### src/pkg/printer_ctrl_cfg.svh
// constants for the printer controller status port
`ifndef PRINTER_CTRL_CFG_SVH
`define PRINTER_CTRL_CFG_SVH

// word and field widths
`define WORD_W 12
`define DEV_CODE_W 6
`define OP_W 3
`define READY_IN_W 6

// instruction fields (host bit 0 is the msb, vector index 11)
`define INSTR_OPC_HI 11
`define INSTR_OPC_LO 9
`define INSTR_DEV_HI 8
`define INSTR_DEV_LO 3
`define INSTR_OP_HI 2
`define INSTR_OP_LO 0
`define IO_OPCODE 3'h6
`define DEVICE_CODE_DEFAULT 6'h28

// status word bit positions as vector indices (host bit n is index 11-n)
`define STAT_PRN_READY 11
`define STAT_CHAR_READY 10
`define STAT_CARR_READY 9
`define STAT_PAPER_READY 8
`define STAT_LEFT_PAPER 6
`define STAT_CHECK 5
`define STAT_LIFT_BLK 1
`define STAT_INT_EN 0

// synchronised printer input positions
`define SIN_POWER_OK 0
`define SIN_CHECK 1
`define SIN_CHAR 2
`define SIN_CARR 3
`define SIN_PAPER 4
`define SIN_RESTORE_DONE 5

// reset values
`define WORD_RESET 12'h000
`define FLAG_RESET 1'b0

// cycles the restore waits before trusting the synchronised done line
`define RESTORE_SETTLE 2'h3

`endif

### src/pkg/printer_ctrl_pkg.sv
// types shared by the printer controller modules
package printer_ctrl_pkg;

  // operation selected by instruction bits 9 to 11
  typedef enum logic [2:0] {
    op_skip_done,
    data_read_op,
    op_move_paper,
    op_move_carriage,
    op_print_char,
    status_read_op,
    op_write_status,
    op_restore
  } io_op_type;

  // restore sequencer
  typedef enum logic [1:0] {
    restore_idle,
    restore_issue,
    restore_wait
  } restore_state_type;

endpackage

### src/pkg/io_cmd_if.sv
// decoded io transfer instruction passed from decoder to controller
`timescale 1ns/1ns
interface io_cmd_if;
  import printer_ctrl_pkg::*;
  logic sel;
  io_op_type op;
  modport decoder (output sel, output op);
  modport ctrl (input sel, input op);
endinterface

### src/logic/printer_ctrl_status_port.sv
// status and data holding port of the daisy-wheel printer controller
`timescale 1ns/1ns
`include "printer_ctrl_cfg.svh"
module printer_ctrl_status_port import printer_ctrl_pkg::*; #(
  parameter logic [`DEV_CODE_W-1:0] DEVICE_CODE = `DEVICE_CODE_DEFAULT
) (
  input wire logic mclk_in,
  input wire logic nrst_in,
  input wire logic [`WORD_W-1:0] io_instr_in,
  input wire logic io_exec_in,
  input wire logic [`WORD_W-1:0] host_accumulator_in,
  output logic [`WORD_W-1:0] host_accumulator_out,
  output logic acc_load_out,
  output logic skip_out,
  output logic int_req_out,
  input wire logic prn_power_ok_in,
  input wire logic prn_check_in,
  input wire logic prn_char_ready_in,
  input wire logic prn_carriage_ready_in,
  input wire logic prn_paper_ready_in,
  input wire logic prn_restore_done_in,
  output logic [`WORD_W-1:0] prn_data_out,
  output logic print_strobe_out,
  output logic carriage_strobe_out,
  output logic paper_strobe_out,
  output logic restore_strobe_out,
  output logic left_paper_out,
  output logic ribbon_lift_out
);

  io_cmd_if cmd_bus ();

  logic [`READY_IN_W-1:0] prn_raw;
  logic [`READY_IN_W-1:0] prn_sync;

  // decoded command
  io_decode #(
    .DEVICE_CODE(DEVICE_CODE)
  ) u_decode (
    .io_instr_in(io_instr_in),
    .io_exec_in(io_exec_in),
    .cmd(cmd_bus.decoder)
  );

  // printer cable lines are asynchronous to the host clock
  always_comb begin
    prn_raw = '0;
    prn_raw[`SIN_POWER_OK] = prn_power_ok_in;
    prn_raw[`SIN_CHECK] = prn_check_in;
    prn_raw[`SIN_CHAR] = prn_char_ready_in;
    prn_raw[`SIN_CARR] = prn_carriage_ready_in;
    prn_raw[`SIN_PAPER] = prn_paper_ready_in;
    prn_raw[`SIN_RESTORE_DONE] = prn_restore_done_in;
  end

  // a read never sees a line mid-change
  sync2 #(
    .WIDTH(`READY_IN_W)
  ) u_sync (
    .mclk_in(mclk_in),
    .nrst_in(nrst_in),
    .d_in(prn_raw),
    .q_out(prn_sync)
  );

  // the printer-select line is grounded, so no input exists for it and nothing waits on it
  logic sel_any;
  assign sel_any = cmd_bus.sel;

  logic op_skip;
  logic op_rd_data;
  logic op_paper;
  logic op_carr;
  logic op_print;
  logic op_rd_stat;
  logic op_wr_stat;
  logic op_rest;

  // one strobe per operation code
  always_comb begin
    op_skip = sel_any && (cmd_bus.op == op_skip_done);
    op_rd_data = sel_any && (cmd_bus.op == data_read_op);
    op_paper = sel_any && (cmd_bus.op == op_move_paper);
    op_carr = sel_any && (cmd_bus.op == op_move_carriage);
    op_print = sel_any && (cmd_bus.op == op_print_char);
    op_rd_stat = sel_any && (cmd_bus.op == status_read_op);
    op_wr_stat = sel_any && (cmd_bus.op == op_write_status);
    op_rest = sel_any && (cmd_bus.op == op_restore);
  end

  // restore sequencer: starts out of reset so the carriage homes first
  restore_state_type restore_state_reg;
  restore_state_type restore_state_next;
  logic restore_strobe_reg;
  logic restore_strobe_next;
  logic restoring;
  logic restore_finished;
  logic [1:0] settle_reg;
  logic [1:0] settle_next;

  always_comb begin
    restore_state_next = restore_state_reg;
    restore_strobe_next = 1'b0;
    restore_finished = 1'b0;
    settle_next = settle_reg;
    unique case (restore_state_reg)
      restore_idle: begin
        if (op_rest) begin
          restore_state_next = restore_issue;
        end
      end
      restore_issue: begin
        restore_strobe_next = 1'b1;
        settle_next = `RESTORE_SETTLE;
        restore_state_next = restore_wait;
      end
      restore_wait: begin
        // the synced done line still shows the old high for a few cycles after the strobe;
        // a printer slower than that to drop it would end the restore early
        if (settle_reg != 2'h0) begin
          settle_next = settle_reg - 2'h1;
        end else if (prn_sync[`SIN_RESTORE_DONE]) begin
          restore_state_next = restore_idle;
          restore_finished = 1'b1;
        end
      end
    endcase
  end

  always_ff @(posedge mclk_in or negedge nrst_in) begin
    if (!nrst_in) begin
      restore_state_reg <= restore_issue;
      restore_strobe_reg <= `FLAG_RESET;
      settle_reg <= '0;
    end else begin
      restore_state_reg <= restore_state_next;
      restore_strobe_reg <= restore_strobe_next;
      settle_reg <= settle_next;
    end
  end

  assign restoring = (restore_state_reg != restore_idle);

  // status flags, software and hardware owned
  logic check_reg;
  logic check_next;
  logic done_reg;
  logic done_next;
  logic left_paper_reg;
  logic left_paper_next;
  logic lift_blk_reg;
  logic lift_blk_next;
  logic int_en_reg;
  logic int_en_next;
  logic [1:0] primed_reg;
  logic [1:0] primed_next;
  logic [2:0] ready_prev_reg;
  logic [2:0] ready_prev_next;
  logic [2:0] ready_now;
  logic ready_ok;
  logic done_set;
  logic done_clr;
  logic [`WORD_W-1:0] status_word;

  // ready bits are masked by the fault flag and by a restore in progress
  always_comb begin
    ready_ok = !check_reg && !restoring;
    ready_now = {prn_sync[`SIN_PAPER], prn_sync[`SIN_CARR], prn_sync[`SIN_CHAR]};
    status_word = '0;
    status_word[`STAT_PRN_READY] = prn_sync[`SIN_POWER_OK] && ready_ok;
    status_word[`STAT_CHAR_READY] = prn_sync[`SIN_CHAR] && ready_ok;
    status_word[`STAT_CARR_READY] = prn_sync[`SIN_CARR] && ready_ok;
    status_word[`STAT_PAPER_READY] = prn_sync[`SIN_PAPER] && ready_ok;
    status_word[`STAT_LEFT_PAPER] = left_paper_reg;
    status_word[`STAT_CHECK] = check_reg;
    status_word[`STAT_LIFT_BLK] = lift_blk_reg;
    status_word[`STAT_INT_EN] = int_en_reg;
  end

  // flag updates; a hardware set always wins over a clear in the same cycle
  always_comb begin
    ready_prev_next = ready_now;
    // the synchroniser reads power low until it has filled, which is no fault
    primed_next = {primed_reg[0], 1'b1};
    done_set = op_wr_stat || restore_finished || (|(ready_now & ~ready_prev_reg));
    done_clr = op_paper || op_carr || op_print || op_rd_stat || op_rest;
    done_next = done_set ? 1'b1 : (done_clr ? 1'b0 : done_reg);
    // a lasting fault keeps the flag set, since it wins over a write that would clear it
    if (primed_reg[1] && (!prn_sync[`SIN_POWER_OK] || prn_sync[`SIN_CHECK])) begin
      check_next = 1'b1;
    end else if (op_wr_stat) begin
      check_next = 1'b0;
    end else begin
      check_next = check_reg;
    end
    // only the writable bits take the accumulator; ready bits have no storage
    left_paper_next = op_wr_stat ? host_accumulator_in[`STAT_LEFT_PAPER] : left_paper_reg;
    lift_blk_next = op_wr_stat ? host_accumulator_in[`STAT_LIFT_BLK] : lift_blk_reg;
    int_en_next = op_wr_stat ? host_accumulator_in[`STAT_INT_EN] : int_en_reg;
  end

  always_ff @(posedge mclk_in or negedge nrst_in) begin
    if (!nrst_in) begin
      check_reg <= `FLAG_RESET;
      done_reg <= `FLAG_RESET;
      left_paper_reg <= `FLAG_RESET;
      lift_blk_reg <= `FLAG_RESET;
      int_en_reg <= `FLAG_RESET;
      ready_prev_reg <= '0;
      primed_reg <= '0;
    end else begin
      check_reg <= check_next;
      done_reg <= done_next;
      left_paper_reg <= left_paper_next;
      lift_blk_reg <= lift_blk_next;
      int_en_reg <= int_en_next;
      ready_prev_reg <= ready_prev_next;
      primed_reg <= primed_next;
    end
  end

  // data holding word and motion strobes; commands into a busy printer are dropped
  logic [`WORD_W-1:0] data_hold_reg;
  logic [`WORD_W-1:0] data_hold_next;
  logic print_strobe_reg;
  logic print_strobe_next;
  logic carriage_strobe_reg;
  logic carriage_strobe_next;
  logic paper_strobe_reg;
  logic paper_strobe_next;

  always_comb begin
    print_strobe_next = op_print && status_word[`STAT_CHAR_READY];
    carriage_strobe_next = op_carr && status_word[`STAT_CARR_READY];
    paper_strobe_next = op_paper && status_word[`STAT_PAPER_READY];
    // the word is only captured; strobes come from the op, not from the load
    data_hold_next = print_strobe_next ? host_accumulator_in : data_hold_reg;
  end

  always_ff @(posedge mclk_in or negedge nrst_in) begin
    if (!nrst_in) begin
      data_hold_reg <= `WORD_RESET;
      print_strobe_reg <= `FLAG_RESET;
      carriage_strobe_reg <= `FLAG_RESET;
      paper_strobe_reg <= `FLAG_RESET;
    end else begin
      data_hold_reg <= data_hold_next;
      print_strobe_reg <= print_strobe_next;
      carriage_strobe_reg <= carriage_strobe_next;
      paper_strobe_reg <= paper_strobe_next;
    end
  end

  // accumulator answer, skip and interrupt request, all registered
  logic [`WORD_W-1:0] acc_reg;
  logic [`WORD_W-1:0] acc_next;
  logic acc_load_reg;
  logic acc_load_next;
  logic skip_reg;
  logic skip_next;
  logic int_req_reg;
  logic int_req_next;

  always_comb begin
    acc_next = acc_reg;
    if (op_rd_stat) begin
      acc_next = status_word;
    end else if (op_rd_data) begin
      acc_next = data_hold_reg;
    end
    acc_load_next = op_rd_stat || op_rd_data;
    skip_next = op_skip && done_reg;
    int_req_next = done_next && int_en_next;
  end

  always_ff @(posedge mclk_in or negedge nrst_in) begin
    if (!nrst_in) begin
      acc_reg <= `WORD_RESET;
      acc_load_reg <= `FLAG_RESET;
      skip_reg <= `FLAG_RESET;
      int_req_reg <= `FLAG_RESET;
    end else begin
      acc_reg <= acc_next;
      acc_load_reg <= acc_load_next;
      skip_reg <= skip_next;
      int_req_reg <= int_req_next;
    end
  end

  assign host_accumulator_out = acc_reg;
  assign acc_load_out = acc_load_reg;
  assign skip_out = skip_reg;
  assign int_req_out = int_req_reg;
  assign prn_data_out = data_hold_reg;
  assign print_strobe_out = print_strobe_reg;
  assign carriage_strobe_out = carriage_strobe_reg;
  assign paper_strobe_out = paper_strobe_reg;
  assign restore_strobe_out = restore_strobe_reg;
  assign left_paper_out = left_paper_reg;
  assign ribbon_lift_out = lift_blk_reg;

endmodule // printer_ctrl_status_port

### src/logic/sync2.sv
// two flip-flop synchroniser for a bundle of level inputs
`timescale 1ns/1ns
module sync2 #(
  parameter int WIDTH = 1
) (
  input wire logic mclk_in,
  input wire logic nrst_in,
  input wire logic [WIDTH-1:0] d_in,
  output logic [WIDTH-1:0] q_out
);

  logic [WIDTH-1:0] meta_reg;
  logic [WIDTH-1:0] meta_next;
  logic [WIDTH-1:0] q_reg;
  logic [WIDTH-1:0] q_next;

  // first stage feeds only the second stage
  always_comb begin
    meta_next = d_in;
    q_next = meta_reg;
  end

  always_ff @(posedge mclk_in or negedge nrst_in) begin
    if (!nrst_in) begin
      meta_reg <= '0;
      q_reg <= '0;
    end else begin
      meta_reg <= meta_next;
      q_reg <= q_next;
    end
  end

  assign q_out = q_reg;

endmodule // sync2

### src/logic/io_decode.sv
// decodes an io transfer instruction addressed to this controller
`timescale 1ns/1ns
`include "printer_ctrl_cfg.svh"
module io_decode import printer_ctrl_pkg::*; #(
  parameter logic [`DEV_CODE_W-1:0] DEVICE_CODE = `DEVICE_CODE_DEFAULT
) (
  input wire logic [`WORD_W-1:0] io_instr_in,
  input wire logic io_exec_in,
  io_cmd_if.decoder cmd
);

  // opcode field must be the io opcode and the device field must match
  always_comb begin
    cmd.sel = io_exec_in
      && (io_instr_in[`INSTR_OPC_HI:`INSTR_OPC_LO] == `IO_OPCODE)
      && (io_instr_in[`INSTR_DEV_HI:`INSTR_DEV_LO] == DEVICE_CODE);
    cmd.op = io_op_type'(io_instr_in[`INSTR_OP_HI:`INSTR_OP_LO]);
  end

endmodule // io_decode

### config.mk
export PLATFORM = sky130hd
export DESIGN_NAME = printer_ctrl_status_port
export DESIGN_NICKNAME = d
export VERILOG_FILES = /design/src/pkg/printer_ctrl_pkg.sv /design/src/pkg/io_cmd_if.sv /design/src/logic/printer_ctrl_status_port.sv /design/src/logic/sync2.sv /design/src/logic/io_decode.sv
export VERILOG_INCLUDE_DIRS = /design/src /design/src/pkg
export SDC_FILE = /design/constraint.sdc
export NUM_CORES = 1
export LEC_CHECK = 0
export BUFFER_PORTS_ARGS = -buffer_cell sky130_fd_sc_hd__buf_4
export CORE_MARGIN = 5
export CORE_UTILIZATION = 41
export DETAILED_ROUTE_END_ITERATION = 8
export HOLD_SLACK_MARGIN = 0.1
export PLACE_DENSITY = 0.68
export SLEW_MARGIN = 15
export SYNTH_ARGS = -nofsm -noshare
export SYNTH_HDL_FRONTEND = slang
export SYNTH_SLANG_ARGS = --single-unit
export TNS_END_PERCENT = 10
### constraint.sdc
create_clock -name mclk_in -period 2.4 [get_ports mclk_in]
set_input_delay 0.12 -clock mclk_in [delete_from_list [all_inputs] [get_ports mclk_in]]
set_output_delay 0.12 -clock mclk_in [all_outputs]
set_load 0.03 [all_outputs]
Word-level counts from Yosys, hierarchy flattened:

Cells that the tools add are included.

* reductions and logical operators: 42
* bitwise logic cells: 2
* muxes and demuxes: 17
* equal/unequal tests: 15
* $add $sub $neg: 1

Operators with widths (number)
* 2-to-1 mux 12 bit: 2
* logical AND 1 bit: 21
* == test 3 bit, second input constant: 5
* nonzero test 2 bit: 5
* 2-to-1 mux 1 bit: 9
* logical OR 1 bit: 8
* 2-to-1 mux 2 bit: 4
* == test 3 x 2 -> 1 bit, second input constant: 2
* == test 6 bit, second input constant: 1
* != test 2 bit, second input constant: 3
* one-hot mux 2 bit (3 select lines): 1
* one-hot mux 2 bit (2 select lines): 1
* AND 3 bit: 1
* == test 3 x 1 -> 1 bit, second input constant: 1
* logical NOT 1 bit: 3
* logical NOT 3 bit: 1
* inverter 3 bit: 1
* AND reduction 3 bit: 1
* OR reduction 3 bit: 1
* == test 2 x 1 -> 1 bit, second input constant: 1
* == test 2 bit, second input constant: 1
* logical NOT 2 bit: 1
* != test 2 x 1 -> 1 bit, second input constant: 1
* AND reduction 2 bit: 1
* subtractor 2 x 1 -> 2 bit, second input constant: 1

* register bits: 57
* word-level logic and storage cells: 97
* input port bits: 33

Logic depth before layout (Yosys ltp):

* depth after elaboration: 11
* mapped depth: 7
* gate-level depth less buffers: 6

Cells and area by module:

From an unflattened synthesis, not the netlist that was laid out.

* cell total of the unflattened synthesis: 171
* area, all modules: 2244.7 um^2

Modules (own cells, without submodules)
* printer_ctrl_status_port: sequential area each 1127.3 um^2, instances 1, cells an instance 153, area an instance 1889.3 um^2
* sync2: sequential area each 300.3 um^2, instances 1, cells an instance 12, area an instance 300.3 um^2
* io_decode: sequential area each 0.0 um^2, instances 1, cells an instance 6, area an instance 55.1 um^2

Worst setup path after synthesis:

OpenSTA, ideal clock, no wires.

* path kind: reg-to-reg
* start point: register restore_state_reg[1]
* end point: register data_hold_reg[10] (netlist: prn_data_out[10])
* path slack: 0.499 ns
* setup time: 0.125 ns
* stages on the path, launching flop included: 8
* arrival time: 1.776 ns
* buffers on the path: 1
* cell sequence: dfrtp_1 inv_1 ha_1 nor2b_1 nand2_1 nor4_4 buf_8 mux2_4

* cells in the longest elaborated chain, start to end: 5

RTL lines
* from (decl): RTL line printer_ctrl_status_port.sv:92 `restore_state_type restore_state_reg;`
* from (signal assigned): RTL line printer_ctrl_status_port.sv:132 `restore_state_reg <= restore_issue;`
* from (signal assigned): RTL line printer_ctrl_status_port.sv:136 `restore_state_reg <= restore_state_next;`
* nonzero test 2 bit: RTL line printer_ctrl_status_port.sv:142 `assign restoring = (restore_state_reg != restore_idle);`
* logical NOT 1 bit: RTL line printer_ctrl_status_port.sv:167 `ready_ok = !check_reg && !restoring;`
* logical AND 1 bit: RTL line printer_ctrl_status_port.sv:167
* logical AND 1 bit: RTL line printer_ctrl_status_port.sv:171 `` status_word[`STAT_CHAR_READY] = prn_sync[`SIN_CHAR] && ready_ok; ``
* logical AND 1 bit: RTL line printer_ctrl_status_port.sv:233 `` print_strobe_next = op_print && status_word[`STAT_CHAR_READY]; ``
* to (signal assigned): RTL line printer_ctrl_status_port.sv:242 `` data_hold_reg <= `WORD_RESET; ``
* to (signal assigned): RTL line printer_ctrl_status_port.sv:247 `data_hold_reg <= data_hold_next;`
* to (decl): RTL line printer_ctrl_status_port.sv:223 `` logic [`WORD_W-1:0] data_hold_reg; ``

Every way passes these cells.
A chain may end at the register's enable or synchronous reset.

Worst setup path in the final report:

* start point: register restore_state_reg[1]
* end point: register data_hold_reg[0] (netlist: prn_data_out[0])

Same word-level chain as after synthesis.

==> summary.txt <==
DETAILED ROUTING
------------------------------------------------------------------------------------
Antenna violation net count after detailed routing                                 0
Initial DRC count                                                                 57
Vias                                                                            1592
Post-detailed-routing wire length                                            5.18 mm
Vias per inst                                                                   4.74
Avg WL per Cell                                                              15.4 µm
First-pass DRT Iterations                                                          4
Post-detailed-route DRC marker count                                               0

LOGIC SYNTHESIS
------------------------------------------------------------------------------------
Count of yosys warnings during synthesis                                           0
Number of enable flip-flop cells after synthesis                                   0
Synthesized Nets                                                                 201
Predominant post-synthesis flop cell                                    sky130_fd_sc_hd__dfrtp_1
Syn avg cell area                                                           14.6 µm²
Number of register bits inferred by synthesis                                     57
Cells after synthesis                                                            164
FFs w/ async S/R, synth                                                         100%
Share of the yosys chip area belonging to registers                            59.6%
Combined area of all synthesized cells                                   0.00239 mm²
Distinct cell type count after synthesis                                          37

STA
------------------------------------------------------------------------------------
Worst-margin pin slew                                                       0.707 ns
Max-slew violation total from the final report                                     0
Hold violation count in the final report                                           0
Relative slew slack                                                            52.9%
Finish-stage setup viols                                                           0
Setup TNS                                                                       0 ns
Max Clock Freq                                                               474 MHz
Final Critical Period                                                        2.11 ns
Skew final                                                                 0.0103 ns
Setup repair after global routing missed its margin                               no
Post-route clock period utilization                                            88.0%

CLOCK TREE
------------------------------------------------------------------------------------
Cts repair resizes                                                                 0
Buffer type at the clock tree root                                      sky130_fd_sc_hd__clkbuf_8
Worst-path clk slew                                                          0.07 ns
CTS sink cnt                                                                      57
Clock latency on the worst-skew pair                                         0.34 ns
CTS H-Tree Depth                                                                   3
Cts bufs inserted                                                                  9
Clock tree from TritonCTS                                                        yes
Bufs on Longest Clock Path                                                         2

STATUS
------------------------------------------------------------------------------------
Run status                                                                 completed

GRT
------------------------------------------------------------------------------------
GRT met3 Usage                                                                 5.61%
Number of antenna violations at the first check in global routing                  0
Vias in the first global route                                                  1786
Overall routing resource usage                                                 15.1%
Pin count of the biggest net entering global routing                              58
Remaining global-route overflow                                                    0
GRT Max-Usage Layer                                                             met2
M1 GR Usage                                                                    18.2%
First-pass GRT wire length                                                   8.59 mm
Global routing met2 resource utilization                                       24.3%

POWER AND IR DROP
------------------------------------------------------------------------------------
Part of the total power dissipated in sequential elements                      43.1%
Logic pwr share                                                                13.2%
Pwr Total                                                                    2440 µW
Switching share of power                                                       23.3%
Leakage power                                                             0.00167 µW
Internal cell power                                                          1870 µW
Power dissipated by switching net loads                                       567 µW
Peak ir drop on the vdd network                                             0.478 mV
Part of the power in the clock network                                         43.7%
Power Dens Cells                                                          717 mW/mm²

WORST SETUP PATH
------------------------------------------------------------------------------------
Largest fanout on the critical path                                               12
Critical path class                                                     flip-flop to flip-flop
Setup slack, reg-to-reg                                                      0.29 ns
Type of destination of the critical path                                   flip-flop
Arrival time of data at the critical path endpoint                           2.34 ns
Crit start category                                                        flip-flop
Required time worst endpoint                                                 2.63 ns

DIE
------------------------------------------------------------------------------------
Number of primary I/O pins                                                        66
Initial Utilization                                                            42.9%
DIE WIDTH                                                                    86.4 µm
Site Rows                                                                         27
Die Area                                                                 0.00747 mm²
Height of the die                                                            86.4 µm
CORE AREA                                                                0.00557 mm²

FINAL LAYOUT
------------------------------------------------------------------------------------
Layout-stage area growth over the synthesis result                             42.0%
N_diodes                                                                           0
Layout cells sized above 1                                                     45.1%
NumNets Final                                                                    296
Commonest cells after routing, fill and taps aside                      sky130_fd_sc_hd__buf_4 (67), sky130_fd_sc_hd__dfrtp_1 (56), sky130_fd_sc_hd__dlygate4sd3_1 (21), sky130_fd_sc_hd__mux2_4 (19), sky130_fd_sc_hd__mux2_2 (11)
Most common cell after layout, fill and taps aside                      sky130_fd_sc_hd__buf_4

RUN
------------------------------------------------------------------------------------
Count of maximum capacitance violations                                            0

PLACEMENT
------------------------------------------------------------------------------------
Placed wire-length estimate                                                  3.63 mm
Weighted congestion at the end of routability-driven global placement          0.729
Quantity of I/O buffers inserted on ports                                         65

HOLD PATH
------------------------------------------------------------------------------------
Path category of the worst min-delay check                              primary input to flip-flop

## routing by layer
layer | vias up | wire (µm)
met5 | - | 0
met1 | 781 | 2140
met2 | 37 | 2660
met3 | 8 | 305
met4 | 0 | 76
li1 | 766 | -
## kinds of logic after synthesis
family	share of synthesized area (%)
other	0.157
AOI/OAI and AO/OA	2.98
buffers and inverters	2.67
DFF	59.6
muxes	18.8
and+or+nand+nor	13.7
adders and majority gates	2.09
## power groups by stage
| stage | Combinational [µW] | Clock, µW | Sequential (µW) |
|---|---|---|---|
| floorplan | 162 | 0 | 1080 |
| global placement | 284 | 0 | 1060 |
| detailed placement | 292 | 0 | 1070 |
| CTS | 327 | 1080 | 1050 |
| global route | 363 | 1120 | 1060 |
| finish | 322 | 1070 | 1050 |
## final cells by class
| class | count | area [µm²] |
|---|---|---|
| clock buffer | 11 | 131 |
| timing repair buffer | 88 | 713 |
| inverter | 8 | 30.0 |
| clock inverter | 5 | 104 |
| sequential | 57 | 1430 |
| tap | 72 | 90.1 |
| multi-input combinational | 95 | 902 |
| fill | 461 | 2180 |
## path summary, 6_finish.rpt
kind                                 startpoint                 to  cells past startpoint
max reg2reg                restore_state_reg[1]    prn_data_out[0]                      7
min in group asynchronous               nrst_in      settle_reg[0]                      2
min                              io_instr_in[3]           skip_out                      4
max                        restore_state_reg[1]    prn_data_out[0]                      7
min reg2reg                  u_sync.meta_reg[2]    u_sync.q_out[2]                      0
max in group asynchronous               nrst_in  ready_prev_reg[0]                      2
## metrics by stage
stage / hold WS (ns) / area (µm²) / setup slack, ns / utilization (%) / instances
6_report: 0.139 / 3400 / 0.289 / 61.0 / 336
3_5_place_dp: 0.217 / 2950 / 0.299 / 53.0 / 299
2_1_floorplan: -0.176 / 2390 / 0.499 / - / 164
3_3_place_gp: 0.217 / 2950 / 0.406 / 53.0 / 299
5_1_grt: 0.144 / 3400 / 0.110 / 61.0 / 336
4_1_cts: 0.129 / 3400 / 0.286 / 61.0 / 336
## critical path, stage by stage, from the launching register on
cell	delay (ns)
sky130_fd_sc_hd__dfrtp_1	0.40
sky130_fd_sc_hd__inv_1	0.09
sky130_fd_sc_hd__ha_1	0.16
sky130_fd_sc_hd__nor2b_1	0.30
sky130_fd_sc_hd__nand2_1	0.19
sky130_fd_sc_hd__nor4_4	0.23
sky130_fd_sc_hd__buf_4	0.28
sky130_fd_sc_hd__mux2_2	0.36
## cells in the mapped netlist, types with 2 or more instances
library cell / instances / area [µm²]
sky130_fd_sc_hd__mux2_2: 11 / 124
sky130_fd_sc_hd__a31oi_1: 3 / 18.8
sky130_fd_sc_hd__mux2i_1: 4 / 40.0
sky130_fd_sc_hd__nor2b_1: 8 / 50.1
sky130_fd_sc_hd__nor3_1: 2 / 10.0
sky130_fd_sc_hd__a21oi_1: 3 / 15.0
sky130_fd_sc_hd__nand3_1: 2 / 10.0
sky130_fd_sc_hd__ha_1: 4 / 50.1
sky130_fd_sc_hd__inv_1: 8 / 30.0
sky130_fd_sc_hd__and3_1: 2 / 12.5
sky130_fd_sc_hd__nand2b_1: 5 / 31.3
sky130_fd_sc_hd__a22o_1: 2 / 17.5
sky130_fd_sc_hd__nand2_1: 6 / 22.5
sky130_fd_sc_hd__nor4_1: 2 / 12.5
sky130_fd_sc_hd__dfrtp_1: 56 / 1400
sky130_fd_sc_hd__nor2_1: 5 / 18.8
sky130_fd_sc_hd__mux2_4: 19 / 285
sky130_fd_sc_hd__nand4_1: 3 / 18.8
## what timing repair did
action | 4_1_cts | 5_1_grt
endpoints found under the hold margin | 81 | 0
hold buffers | 21 | 0
setup buffers | 0 | 0
endpoints found under the setup margin | 0 | 0
Power figures use the tool's default switching activity.
